<file path="config.mk">
export PLATFORM = sky130hd
export DESIGN_NAME = mab_bank
export DESIGN_NICKNAME = d
export VERILOG_FILES = /design/src/include/mab_pkg.sv /design/src/design/mab_bank.sv /design/src/design/mab_ema.sv
export SDC_FILE = /design/constraint.sdc
export NUM_CORES = 1
export LEC_CHECK = 0
export BUFFER_PORTS_ARGS = -buffer_cell sky130_fd_sc_hd__buf_2
export CAP_MARGIN = 20
export CORE_ASPECT_RATIO = 1.75
export CORE_UTILIZATION = 40
export DETAILED_ROUTE_END_ITERATION = 6
export SLEW_MARGIN = 20
export SYNTH_ARGS = -nofsm -noshare
export SYNTH_HDL_FRONTEND = slang
export SYNTH_SLANG_ARGS = --single-unit
export TNS_END_PERCENT = 20
</file>
<file path="constraint.sdc">
create_clock -name clk -period 9.1 [get_ports clk]
set_clock_uncertainty 0.2 [all_clocks]
set_input_delay 1.365 -clock clk [delete_from_list [all_inputs] [get_ports clk]]
set_output_delay 1.365 -clock clk [all_outputs]
set_load 0.01 [all_outputs]
</file>
<file path="src/include/mab_pkg.sv">
// Constants for the management attribute bank: identifiers, ranges, resets, timing.
// Assumes a single 40 MHz clock domain.
`default_nettype none
package mab_pkg;

  // Clock and time bases
  localparam int MAB_CLK_HZ = 40000000;
  localparam int MAB_SECOND_S = 1;
  localparam int MAB_SEC_CYCLES = MAB_CLK_HZ * MAB_SECOND_S;
  localparam int MAB_MS_CYCLES = MAB_CLK_HZ / 1000;

  // Answer status codes
  localparam logic [1:0] MAB_ST_OK = 2'h0;
  localparam logic [1:0] MAB_ST_UNKNOWN = 2'h1;
  localparam logic [1:0] MAB_ST_READ_ONLY = 2'h2;
  localparam logic [1:0] MAB_ST_RANGE = 2'h3;

  // Writable 8-bit attribute slots
  localparam int MAB_RW_N = 13;
  localparam int MAB_S_SWITCH_SEARCH = 0;
  localparam int MAB_S_MAX_PROMO = 1;
  localparam int MAB_S_RATE_PERIOD = 2;
  localparam int MAB_S_CSMA_ATTEMPTS = 3;
  localparam int MAB_S_RETX_TIMER = 4;
  localparam int MAB_S_FAIL_TIME = 5;
  localparam int MAB_S_EMA_SHIFT = 6;
  localparam int MAB_S_BAND_SEARCH = 7;
  localparam int MAB_S_PROMO_MAX = 8;
  localparam int MAB_S_PROMO_MIN = 9;
  localparam int MAB_S_SEGMENT = 10;
  localparam int MAB_S_FORCED_MOD = 11;
  localparam int MAB_S_KA_REPEATS = 12;

  localparam logic [15:0] MAB_RW_ID [MAB_RW_N] = '{
    16'h0010, 16'h0011, 16'h0012, 16'h0014, 16'h0015, 16'h0018, 16'h0019,
    16'h001A, 16'h001B, 16'h001C, 16'h001D, 16'h004A, 16'h004C};
  localparam logic [7:0] MAB_RW_MIN [MAB_RW_N] = '{
    8'h10, 8'h01, 8'h02, 8'h02, 8'h02, 8'h06, 8'h00,
    8'h20, 8'h10, 8'h02, 8'h00, 8'h00, 8'h00};
  localparam logic [7:0] MAB_RW_MAX [MAB_RW_N] = '{
    8'h20, 8'h04, 8'h08, 8'h05, 8'hFF, 8'h64, 8'h07,
    8'h78, 8'h78, 8'h10, 8'h07, 8'h03, 8'h07};
  localparam logic [7:0] MAB_RW_RST [MAB_RW_N] = '{
    8'h18, 8'h02, 8'h05, 8'h05, 8'h02, 8'h2D, 8'h03,
    8'h3C, 8'h20, 8'h02, 8'h00, 8'h00, 8'h05};
  localparam logic [MAB_RW_N-1:0] MAB_RW_BASE_ONLY = 13'h0C00;

  // Sixteen-bit route entry timeout
  localparam logic [15:0] MAB_ID_ROUTE_TIMEOUT = 16'h004B;
  localparam logic [15:0] MAB_ROUTE_MIN = 16'h003C;
  localparam logic [15:0] MAB_ROUTE_MAX = 16'h0E10;
  localparam logic [15:0] MAB_ROUTE_RST = 16'h00F0;

  // Read-only attributes
  localparam logic [15:0] MAB_ID_VERSION = 16'h0001;
  localparam logic [15:0] MAB_ID_SENSE_COUNT = 16'h0017;
  localparam logic [15:0] MAB_ID_HW_ADDR = 16'h001F;
  localparam logic [15:0] MAB_ID_CW_EXP = 16'h0034;
  localparam logic [15:0] MAB_ID_CW_LIN = 16'h0035;
  localparam logic [15:0] MAB_ID_SENSE_DELAY = 16'h0038;
  localparam logic [15:0] MAB_ID_CW_EXP_ROB = 16'h003B;
  localparam logic [15:0] MAB_ID_CW_LIN_ROB = 16'h003C;
  localparam logic [15:0] MAB_ID_SENSE_DELAY_ROB = 16'h003D;
  localparam logic [15:0] MAB_ID_ALIVE_MAP = 16'h003E;

  localparam logic [7:0] MAB_CW_EXP_VAL = 8'h03;
  localparam logic [7:0] MAB_CW_LIN_VAL = 8'h01;
  localparam logic [7:0] MAB_SENSE_DELAY_MS = 8'h03;
  localparam logic [7:0] MAB_CW_EXP_ROB_VAL = 8'h04;
  localparam logic [7:0] MAB_CW_LIN_ROB_VAL = 8'h02;
  localparam logic [7:0] MAB_SENSE_DELAY_ROB_MS = 8'h06;

  // Segment size limits in bytes per code, code 0 unrestricted
  localparam logic [7:0] MAB_SEG_BYTES [8] = '{
    8'h00, 8'h10, 8'h20, 8'h30, 8'h40, 8'h80, 8'hC0, 8'hFF};

  localparam logic [7:0] MAB_SEC_SAT = 8'hFF;

endpackage
`default_nettype wire

</file>
<file path="src/design/mab_bank.sv">
// Medium-access management attribute bank with the timers its attributes steer.
// Assumes requests and node events come from logic on clk; node role and robust
// mode arrive on pins and are synchronised here.
//
// Contract
// - Smoothed statistics follow new/2^S plus previous weighted by the rest; S 0-7, default 3.
// - Segment code limits data request length; 0 unrestricted, 4 is 64, 7 is 255 bytes.
// - Segment size and forced modulation are writable only in a base node.
// - Forced modulation codes 0 automatic, 1-3 single modulations; default 0.
// - At most the configured maximum promotion requests per rate period.
// - Disconnected node scans for the switch search time before any promotion request.
// - CSMA retries busy-channel attempts up to the configured count, 2-5, default 5.
// - Control packet retransmission allowed only after the retransmit timer expires unacknowledged.
// - Child transaction declared expired after the configured failure time.
// - Disconnected node moves to another band after the band search time.
// - At most one promotion request within each minimum promotion period.
// - Legacy devices send at least one promotion request per maximum period.
// - Channel senses spaced by 3 ms normally, 6 ms in robust mode.
// - Exponential contention factor 3 normally, 4 in robust mode.
// - Alive-time mode selects version mapping 0 or compatible mapping 1.
// - Keep-alive packets repeated per hop the configured count, default 5.
// - Attributes are read and written by identifier at any time after start-up.
// - Version and channel-sense count cannot be changed by set requests.
`timescale 1ns/1ps
`default_nettype none
module mab_bank
  import mab_pkg::*;
#(
  parameter int SEC_CYCLES = MAB_SEC_CYCLES,
  parameter int MS_CYCLES = MAB_MS_CYCLES,
  parameter logic [7:0] VERSION_CODE = 8'h5A, // Arbitrary value
  parameter logic [7:0] SENSE_COUNT = 8'h05,
  parameter logic ALIVE_MODE = 1'b0,
  parameter logic LEGACY = 1'b1
)
(
  input wire logic clk,
  input wire logic arst_n,
  input wire logic base_node_pin,
  input wire logic robust_mode_pin,
  input wire logic [47:0] node_address,
  input wire logic req_valid,
  input wire logic req_set,
  input wire logic [15:0] req_id,
  input wire logic [47:0] req_wdata,
  output logic rsp_valid,
  output logic [1:0] rsp_status,
  output logic [47:0] rsp_rdata,
  input wire logic stat_valid,
  input wire logic [15:0] stat_sample,
  output logic [15:0] stat_avg,
  input wire logic disconnected,
  input wire logic promo_req,
  output logic promo_grant,
  output logic promo_due,
  output logic band_move,
  input wire logic ctl_sent,
  input wire logic ctl_ack,
  output logic ctl_retx_ok,
  input wire logic child_txn_start,
  input wire logic child_txn_done,
  output logic child_txn_expired,
  input wire logic data_len_valid,
  input wire logic [15:0] data_len,
  output logic data_len_ok,
  output logic [1:0] forced_mod,
  output logic [2:0] csma_attempts,
  output logic [2:0] ka_repeats,
  output logic alive_map,
  output logic [3:0] cw_exp,
  output logic [3:0] cw_lin,
  output logic [23:0] sense_gap_cycles,
  output logic [15:0] route_timeout
);
  localparam logic [31:0] SEC_LAST = 32'(SEC_CYCLES - 1);

  // Pin synchronisers
  logic base_s1_r, base_s2_r, rob_s1_r, rob_s2_r;
  always_ff @(posedge clk or negedge arst_n)
  begin
    if (!arst_n)
    begin
      base_s1_r <= 1'b0;
      base_s2_r <= 1'b0;
      rob_s1_r <= 1'b0;
      rob_s2_r <= 1'b0;
    end
    else
    begin
      base_s1_r <= base_node_pin;
      base_s2_r <= base_s1_r;
      rob_s1_r <= robust_mode_pin;
      rob_s2_r <= rob_s1_r;
    end
  end
  wire is_base = base_s2_r;
  wire is_robust = rob_s2_r;

  // Writable attribute slots
  logic [7:0] rw_r [MAB_RW_N];
  logic [MAB_RW_N-1:0] slot_hit;
  logic [MAB_RW_N-1:0] slot_ok;
  logic [MAB_RW_N-1:0] slot_lock;
  logic [7:0] slot_term [MAB_RW_N];
  wire wide_zero = (req_wdata[47:8] == 40'h0);
  wire set_req = req_valid && req_set;

  genvar gi;
  generate
    for (gi = 0; gi < MAB_RW_N; gi++)
    begin : g_slot
      assign slot_hit[gi] = req_valid && (req_id == MAB_RW_ID[gi]);
      assign slot_ok[gi] = wide_zero && (req_wdata[7:0] >= MAB_RW_MIN[gi])
                           && (req_wdata[7:0] <= MAB_RW_MAX[gi]);
      assign slot_lock[gi] = MAB_RW_BASE_ONLY[gi] && !is_base;
      assign slot_term[gi] = slot_hit[gi] ? rw_r[gi] : 8'h00;
      always_ff @(posedge clk or negedge arst_n)
      begin
        if (!arst_n)
          rw_r[gi] <= MAB_RW_RST[gi];
        else if (set_req && slot_hit[gi] && slot_ok[gi] && !slot_lock[gi])
          rw_r[gi] <= req_wdata[7:0];
      end
    end
  endgenerate

  logic [7:0] rw_rdata;
  always_comb
  begin
    rw_rdata = 8'h00;
    for (int i = 0; i < MAB_RW_N; i++)
      rw_rdata = rw_rdata | slot_term[i];
  end

  // Route entry timeout, the one sixteen-bit writable attribute
  logic [15:0] route_r;
  wire route_hit = req_valid && (req_id == MAB_ID_ROUTE_TIMEOUT);
  wire route_ok = (req_wdata[47:16] == 32'h0) && (req_wdata[15:0] >= MAB_ROUTE_MIN)
                  && (req_wdata[15:0] <= MAB_ROUTE_MAX);
  always_ff @(posedge clk or negedge arst_n)
  begin
    if (!arst_n)
      route_r <= MAB_ROUTE_RST;
    else if (set_req && route_hit && route_ok)
      route_r <= req_wdata[15:0];
  end

  // Read-only attributes
  wire [7:0] cw_exp_v = is_robust ? MAB_CW_EXP_ROB_VAL : MAB_CW_EXP_VAL;
  wire [7:0] cw_lin_v = is_robust ? MAB_CW_LIN_ROB_VAL : MAB_CW_LIN_VAL;
  wire [7:0] delay_ms = is_robust ? MAB_SENSE_DELAY_ROB_MS : MAB_SENSE_DELAY_MS;
  wire ro_hit = req_valid && (req_id == MAB_ID_VERSION || req_id == MAB_ID_SENSE_COUNT
                || req_id == MAB_ID_HW_ADDR || req_id == MAB_ID_CW_EXP || req_id == MAB_ID_CW_LIN
                || req_id == MAB_ID_SENSE_DELAY || req_id == MAB_ID_CW_EXP_ROB
                || req_id == MAB_ID_CW_LIN_ROB || req_id == MAB_ID_SENSE_DELAY_ROB
                || req_id == MAB_ID_ALIVE_MAP);
  wire [47:0] ro_rdata =
    (req_id == MAB_ID_VERSION) ? {40'h0, VERSION_CODE} :
    (req_id == MAB_ID_SENSE_COUNT) ? {40'h0, SENSE_COUNT} :
    (req_id == MAB_ID_HW_ADDR) ? node_address :
    (req_id == MAB_ID_CW_EXP) ? {40'h0, MAB_CW_EXP_VAL} :
    (req_id == MAB_ID_CW_LIN) ? {40'h0, MAB_CW_LIN_VAL} :
    (req_id == MAB_ID_SENSE_DELAY) ? {40'h0, MAB_SENSE_DELAY_MS} :
    (req_id == MAB_ID_CW_EXP_ROB) ? {40'h0, MAB_CW_EXP_ROB_VAL} :
    (req_id == MAB_ID_CW_LIN_ROB) ? {40'h0, MAB_CW_LIN_ROB_VAL} :
    (req_id == MAB_ID_SENSE_DELAY_ROB) ? {40'h0, MAB_SENSE_DELAY_ROB_MS} :
    (req_id == MAB_ID_ALIVE_MAP) ? {47'h0, ALIVE_MODE} : 48'h0;

  // Answer decode
  wire any_rw_hit = |slot_hit;
  wire rw_refused = |(slot_hit & (~slot_ok | slot_lock));
  wire rw_ro = |(slot_hit & slot_lock);
  wire [1:0] status_nxt =
    (!any_rw_hit && !route_hit && !ro_hit) ? MAB_ST_UNKNOWN :
    !req_set ? MAB_ST_OK :
    (ro_hit || rw_ro) ? MAB_ST_READ_ONLY :
    ((any_rw_hit && rw_refused) || (route_hit && !route_ok)) ? MAB_ST_RANGE :
    MAB_ST_OK;
  wire [47:0] rdata_nxt = req_set ? 48'h0 :
    any_rw_hit ? {40'h0, rw_rdata} :
    route_hit ? {32'h0, route_r} : ro_rdata;

  logic rsp_valid_r;
  logic [1:0] rsp_status_r;
  logic [47:0] rsp_rdata_r;
  always_ff @(posedge clk or negedge arst_n)
  begin
    if (!arst_n)
    begin
      rsp_valid_r <= 1'b0;
      rsp_status_r <= MAB_ST_OK;
      rsp_rdata_r <= 48'h0;
    end
    else
    begin
      rsp_valid_r <= req_valid;
      if (req_valid)
      begin
        rsp_status_r <= status_nxt;
        rsp_rdata_r <= rdata_nxt;
      end
    end
  end

  // Statistic smoothing
  mab_ema #(.W(16)) u_ema (
    .clk(clk),
    .arst_n(arst_n),
    .sample_valid(stat_valid),
    .sample(stat_sample),
    .shift(rw_r[MAB_S_EMA_SHIFT][2:0]),
    .avg(stat_avg)
  );

  // One-second enable
  logic [31:0] sec_cnt_r;
  logic tick;
  assign tick = (sec_cnt_r == SEC_LAST);
  always_ff @(posedge clk or negedge arst_n)
  begin
    if (!arst_n)
      sec_cnt_r <= 32'h0;
    else
      sec_cnt_r <= tick ? 32'h0 : sec_cnt_r + 32'h1;
  end

  // Promotion request pacing
  logic [7:0] search_r, win_r, gap_r, maxp_r, band_r;
  logic [2:0] sent_r;
  logic promo_grant_r, promo_due_r, band_move_r;
  wire svc_disc = disconnected && !is_base;
  wire search_done = search_r > rw_r[MAB_S_SWITCH_SEARCH];
  wire gap_ok = gap_r > rw_r[MAB_S_PROMO_MIN];
  wire quota_ok = {5'h0, sent_r} < rw_r[MAB_S_MAX_PROMO];
  wire grant_nxt = promo_req && svc_disc && search_done && gap_ok && quota_ok;
  wire win_end = tick && ((win_r + 8'h1) >= rw_r[MAB_S_RATE_PERIOD]);
  wire maxp_end = LEGACY && svc_disc && tick && ((maxp_r + 8'h1) >= rw_r[MAB_S_PROMO_MAX]);
  wire band_end = disconnected && tick && ((band_r + 8'h1) >= rw_r[MAB_S_BAND_SEARCH]);

  always_ff @(posedge clk or negedge arst_n)
  begin
    if (!arst_n)
    begin
      search_r <= 8'h00;
      win_r <= 8'h00;
      sent_r <= 3'h0;
      gap_r <= MAB_SEC_SAT;
      maxp_r <= 8'h00;
      band_r <= 8'h00;
      promo_grant_r <= 1'b0;
      promo_due_r <= 1'b0;
      band_move_r <= 1'b0;
    end
    else
    begin
      promo_grant_r <= grant_nxt;
      if (!disconnected)
        search_r <= 8'h00;
      else if (tick && search_r != MAB_SEC_SAT)
        search_r <= search_r + 8'h1;
      win_r <= win_end ? 8'h00 : (tick ? win_r + 8'h1 : win_r);
      if (win_end)
        sent_r <= {2'h0, grant_nxt};
      else if (grant_nxt)
        sent_r <= sent_r + 3'h1;
      if (grant_nxt)
        gap_r <= 8'h00;
      else if (tick && gap_r != MAB_SEC_SAT)
        gap_r <= gap_r + 8'h1;
      // Legacy keep-up: demand a request when the longest period runs out
      promo_due_r <= maxp_end;
      if (!svc_disc || grant_nxt || maxp_end)
        maxp_r <= 8'h00;
      else if (tick)
        maxp_r <= maxp_r + 8'h1;
      band_move_r <= band_end;
      if (!disconnected || band_end)
        band_r <= 8'h00;
      else if (tick)
        band_r <= band_r + 8'h1;
    end
  end

  // Control packet retransmit wait; a new send wins over an acknowledgement
  logic ctl_wait_r, ctl_retx_r;
  logic [7:0] ctl_cnt_r;
  wire ctl_expire = ctl_wait_r && tick && (({1'b0, ctl_cnt_r} + 9'h001) > {1'b0, rw_r[MAB_S_RETX_TIMER]});
  always_ff @(posedge clk or negedge arst_n)
  begin
    if (!arst_n)
    begin
      ctl_wait_r <= 1'b0;
      ctl_retx_r <= 1'b0;
      ctl_cnt_r <= 8'h00;
    end
    else if (ctl_sent)
    begin
      ctl_wait_r <= 1'b1;
      ctl_retx_r <= 1'b0;
      ctl_cnt_r <= 8'h00;
    end
    else if (ctl_ack)
    begin
      ctl_wait_r <= 1'b0;
      ctl_retx_r <= 1'b0;
    end
    else if (ctl_expire)
    begin
      ctl_wait_r <= 1'b0;
      ctl_retx_r <= 1'b1;
    end
    else if (ctl_wait_r && tick)
      ctl_cnt_r <= ctl_cnt_r + 8'h1;
  end

  // Child transaction failure timer
  logic child_busy_r, child_exp_r;
  logic [7:0] child_cnt_r;
  wire child_end = child_busy_r && tick && ((child_cnt_r + 8'h1) >= rw_r[MAB_S_FAIL_TIME]);
  always_ff @(posedge clk or negedge arst_n)
  begin
    if (!arst_n)
    begin
      child_busy_r <= 1'b0;
      child_exp_r <= 1'b0;
      child_cnt_r <= 8'h00;
    end
    else
    begin
      child_exp_r <= child_end && !child_txn_start && !child_txn_done;
      if (child_txn_start)
      begin
        child_busy_r <= 1'b1;
        child_cnt_r <= 8'h00;
      end
      else if (child_txn_done || child_end)
        child_busy_r <= 1'b0;
      else if (child_busy_r && tick)
        child_cnt_r <= child_cnt_r + 8'h1;
    end
  end

  // Data request length check and exported settings
  wire [2:0] seg_code = rw_r[MAB_S_SEGMENT][2:0];
  wire len_ok_nxt = (seg_code == 3'h0) || (data_len <= {8'h00, MAB_SEG_BYTES[seg_code]});
  logic data_len_ok_r;
  logic [23:0] gap_cycles_r;
  logic [3:0] cw_exp_r, cw_lin_r;
  always_ff @(posedge clk or negedge arst_n)
  begin
    if (!arst_n)
    begin
      data_len_ok_r <= 1'b0;
      gap_cycles_r <= 24'h0;
      cw_exp_r <= 4'h0;
      cw_lin_r <= 4'h0;
    end
    else
    begin
      if (data_len_valid)
        data_len_ok_r <= len_ok_nxt;
      gap_cycles_r <= 24'(32'(delay_ms) * 32'(MS_CYCLES));
      cw_exp_r <= cw_exp_v[3:0];
      cw_lin_r <= cw_lin_v[3:0];
    end
  end

  assign rsp_valid = rsp_valid_r;
  assign rsp_status = rsp_status_r;
  assign rsp_rdata = rsp_rdata_r;
  assign promo_grant = promo_grant_r;
  assign promo_due = promo_due_r;
  assign band_move = band_move_r;
  assign ctl_retx_ok = ctl_retx_r;
  assign child_txn_expired = child_exp_r;
  assign data_len_ok = data_len_ok_r;
  assign forced_mod = rw_r[MAB_S_FORCED_MOD][1:0];
  assign csma_attempts = rw_r[MAB_S_CSMA_ATTEMPTS][2:0];
  assign ka_repeats = rw_r[MAB_S_KA_REPEATS][2:0];
  assign alive_map = ALIVE_MODE;
  assign cw_exp = cw_exp_r;
  assign cw_lin = cw_lin_r;
  assign sense_gap_cycles = gap_cycles_r;
  assign route_timeout = route_r;
endmodule // mab_bank
`default_nettype wire

</file>
<file path="src/design/mab_ema.sv">
// Exponential moving average of one statistic with a power-of-two smoothing factor.
// Assumes samples arrive as one-cycle strobes on the bank clock.
`timescale 1ns/1ps
`default_nettype none
module mab_ema
#(
  parameter int W = 16
)
(
  input wire logic clk,
  input wire logic arst_n,
  input wire logic sample_valid,
  input wire logic [W-1:0] sample,
  input wire logic [2:0] shift,
  output logic [W-1:0] avg
);
  logic [W-1:0] avg_r;
  logic [W-1:0] avg_nxt;
  logic signed [W:0] diff;
  logic signed [W:0] step;

  // next = prev + (sample - prev) / 2^shift
  assign diff = $signed({1'b0, sample}) - $signed({1'b0, avg_r});
  assign step = diff >>> shift;
  assign avg_nxt = avg_r + step[W-1:0];

  always_ff @(posedge clk or negedge arst_n)
  begin
    if (!arst_n)
      avg_r <= '0;
    else if (sample_valid)
      avg_r <= avg_nxt;
  end

  assign avg = avg_r;
endmodule // mab_ema
`default_nettype wire

</file>
==> metrics.csv <==
stage,metric,value,unit
sta,max_freq,167,MHz
cts,cts-root-buf,clkbuf_16,
worst_setup_path,rr_worst_depth,20,
detailed_routing,routedWlPerCell,20.7,µm
die,core,42700,µm²
die,initial_utilization,40.7,%
detailed_routing,drc,0,
cts,cts_buffers,30,
place,io_buffer_count,270,
detailed_routing,dr_wl_met3,2.34,mm
sta,setup_viol,0,
worst_setup_path,r2r-start,u_ema.avg[5],
global_route,grt_max_degree,200,
final_layout,fillers,4104,
die,die_y,278,µm
global_route,antenna_found_initial,2,
worst_setup_path,cp-startpoint,stat_sample[0],
logic_synthesis,synthFlopType,dfrtp_1,
worst_setup_path,cp_num_buf_inv,2,
cts,cts-resized-gates,0,
place,hpwl,40.7,mm
power,clock_power_share,30.6,%
logic_synthesis,synthCells,1766,
sta,tns,0,ps
sta,worst_slew_pin_slew,1120,ps
worst_setup_path,crit_cells,22,
logic_synthesis,synth.most_common_cell,dfrtp_1,
die,die_w,160,µm
final_layout,multiInputGateArea,9130,µm²
die,num_rows,100,
die,die-area,44300,µm²
place,place_area,19100,µm²
global_route,grt_pass1_wl,83.2,mm
worst_setup_path,path_delay_family,compound AO/OA/AOI/OAI gates,
cts,h-tree-depth,1,
cts,clk_latency,590,ps
logic_synthesis,synth_commonest_cells,"dfrtp_1 (259), nand2_1 (127), nor2_1 (119)",
power,cellLeakagePower,0.00985,µW
power,ir_drop,141,µV
sta,period_share,65.7,%
detailed_routing,num_vias,14600,
logic_synthesis,ys_warn_count,0,
power,p_sw_share,35.0,%
detailed_routing,initialDrtViolationCount,937,
final_layout,fin_area,20100,µm²
min_path,min_path_type,reg -> reg,
final_layout,regArea,7370,µm²
worst_setup_path,start_kind,primary input,
detailed_routing,first_pass_iters,5,
logic_synthesis,postSynthRegisterBits,293,
logic_synthesis,synth-edff-count,0,
logic_synthesis,syn_area_per_cell,9.84,µm²
detailed_routing,viasPerCell,5.64,
worst_setup_path,crit_end,u_ema.avg[15],
logic_synthesis,netlist.area_leader.share,37.3,%
cts,clock_path_buffers,3,
sta,period_minus_slack,5980,ps
global_route,grt_pass1_vias,14900,
detailed_routing,drt-met1-wl,19.6,mm
worst_setup_path,worstPathArrival,6290,ps
detailed_routing,routed_wl,53.4,mm
power,power_density,210,nW/µm²
sta,rsz0062_at_grt,no,
global_route,overflow,0,
detailed_routing,highest_layer,met5,
power,power_switching,1480,µW
logic_synthesis,ys_seq_area_share,42.5,%
final_layout,final_util,47.2,%
global_route,grt_usage,24.0,%
worst_setup_path,crit_path_max_incr_delay,500,ps
logic_synthesis,syn-cell-area,17400,µm²
detailed_routing,detail-route-antenna-nets,0,
detailed_routing,route.met2.wl,28.6,mm
cts,tritoncts,yes,
sta,timing.slew.headroom,25.0,%
logic_synthesis,synth-async-reset-ratio,100,%
cts,cts_setup_buffers,0,
sta,finalHoldViolations,0,
worst_setup_path,end_kind,flop,
final_layout,area_growth,15.9,%
worst_setup_path,reg2reg_to,u_ema.avg[15],
cts,cts_hold_buf,0,
run,max-cap-violations,0,
die,ioPinCount,288,
sta,slew_viol_final,0,
power,seq_power_share,33.2,%
worst_setup_path,path_cells,"buf_2, inv_1, ha_1, fa_1, nand2b_1, a21oi_1, o21ai_1, a21oi_1, a211oi_1, xnor2_1, mux4_2, mux2_2, ha_1, o21ai_0, nor2_1, a221o_1, o41ai_1, o21ai_1, or4_1, a21o_1, mux2i_1, xnor2_1",
cts,clock_sinks,293,
run_status,status,finished clean,
min_path,hold_start,rob_s1_r,
final_layout,drive_gt1_share,22.3,%
worst_setup_path,crit_slowest_cell,mux4_2,
cts,clk_pin_slew,60,ps
power,pwr-share-comb,36.2,%
place,gp_congestion,0.918,
worst_setup_path,cp_max_fo,4,
worst_setup_path,critPathKind,in -> reg,
worst_setup_path,r2r_setup_slack,3550,ps
logic_synthesis,synth_top_cell_by_area,dfrtp_1,
logic_synthesis,yosysUniqueCellTypes,85,
power,p_int,2750,µW
logic_synthesis,synthTopCellsByArea,"dfrtp_1 (37%), ha_1 (7.7%), dfstp_2 (5.1%), mux2_2 (3.2%), nand2_1 (2.7%)",
final_layout,nets,2262,
worst_setup_path,required,9410,ps
-- layer usage --
layer  GRT usage [%]  vias up
met5               0        -
met4            12.8        2
met3            3.05      131
met2            45.5      484
met1            25.4     7181
li1                -     6773
-- through the flow --
step           instances  total power [µW]  setup slack [ps]  hold WS, ps
5_1_grt             2581              4490              2730          165
4_1_cts             2579              4250              3110          151
3_3_place_gp        2523              2910              2540          134
3_5_place_dp        2523              2940              2490          137
2_1_floorplan       1782              2530              3180          131
6_report            2582              4230              3120          149
-- worst min-delay path by stage --
stage	end	slack (ps)	cells after the start
3_3_place_gp	is_robust	130	0
4_1_cts	is_robust	150	0
5_1_grt	is_robust	160	0
3_5_place_dp	is_robust	140	0
2_1_floorplan	base_s2_r	130	0
6_report	is_robust	150	0
-- cells by family after synthesis --
logic type	count (synthesis)	share of synthesized area, %
muxes	93	6.08
adders and majority gates	110	7.99
AOI/OAI and AO/OA	391	16.1
DFF	293	42.5
xor gates and xnor gates	105	5.29
and+or+nand+nor	560	16.5
other	2	0.0432
buffers and inverters	212	5.50
-- power by group through the flow --
| stage | combinational, µW | sequential, µW | clock (µW) |
|---|---|---|---|
| after floorplan | 1110 | 1420 | 0 |
| after global placement | 1480 | 1430 | 0 |
| after detailed placement | 1510 | 1430 | 0 |
| after CTS | 1520 | 1410 | 1330 |
| after global routing | 1710 | 1410 | 1370 |
| final | 1530 | 1410 | 1290 |
-- registers in the layout, summed over array words and instances, names as in the netlist, 2 cells and up --
signal / cells
route_timeout: 16
sense_gap_cycles: 2
sec_cnt_r: 32
u_ema.avg: 16
sent_r: 3
gap_r: 8
rsp_rdata: 48
search_r: 8
win_r: 8
ctl_cnt_r: 8
child_cnt_r: 8
maxp_r: 8
band_r: 8
csma_attempts: 3
rsp_status: 2
ka_repeats: 3
forced_mod: 2
rw_r: 96
-- layout by cell type, fill, tap and decap left out, drive strengths merged, types with 54 or more instances in the layout --
cell	count
mux2	70
xor2	54
dfrtp	259
buf	284
a21oi	54
nand2	127
inv	108
o21ai	80
ha	107
nand3	63
nor2	122
-- cell type report --
class / instances / area share, %
diodes: 2 / 0.0249
clock buffers: 45 / 4.36
clock inverters: 11 / 0.727
inverters: 109 / 2.03
multi-input cells: 1277 / 45.3
flip-flops and latches: 293 / 36.6
well taps: 561 / 3.49
repair buffers: 284 / 7.44
Note: power is estimated with default switching activity, not from simulation.
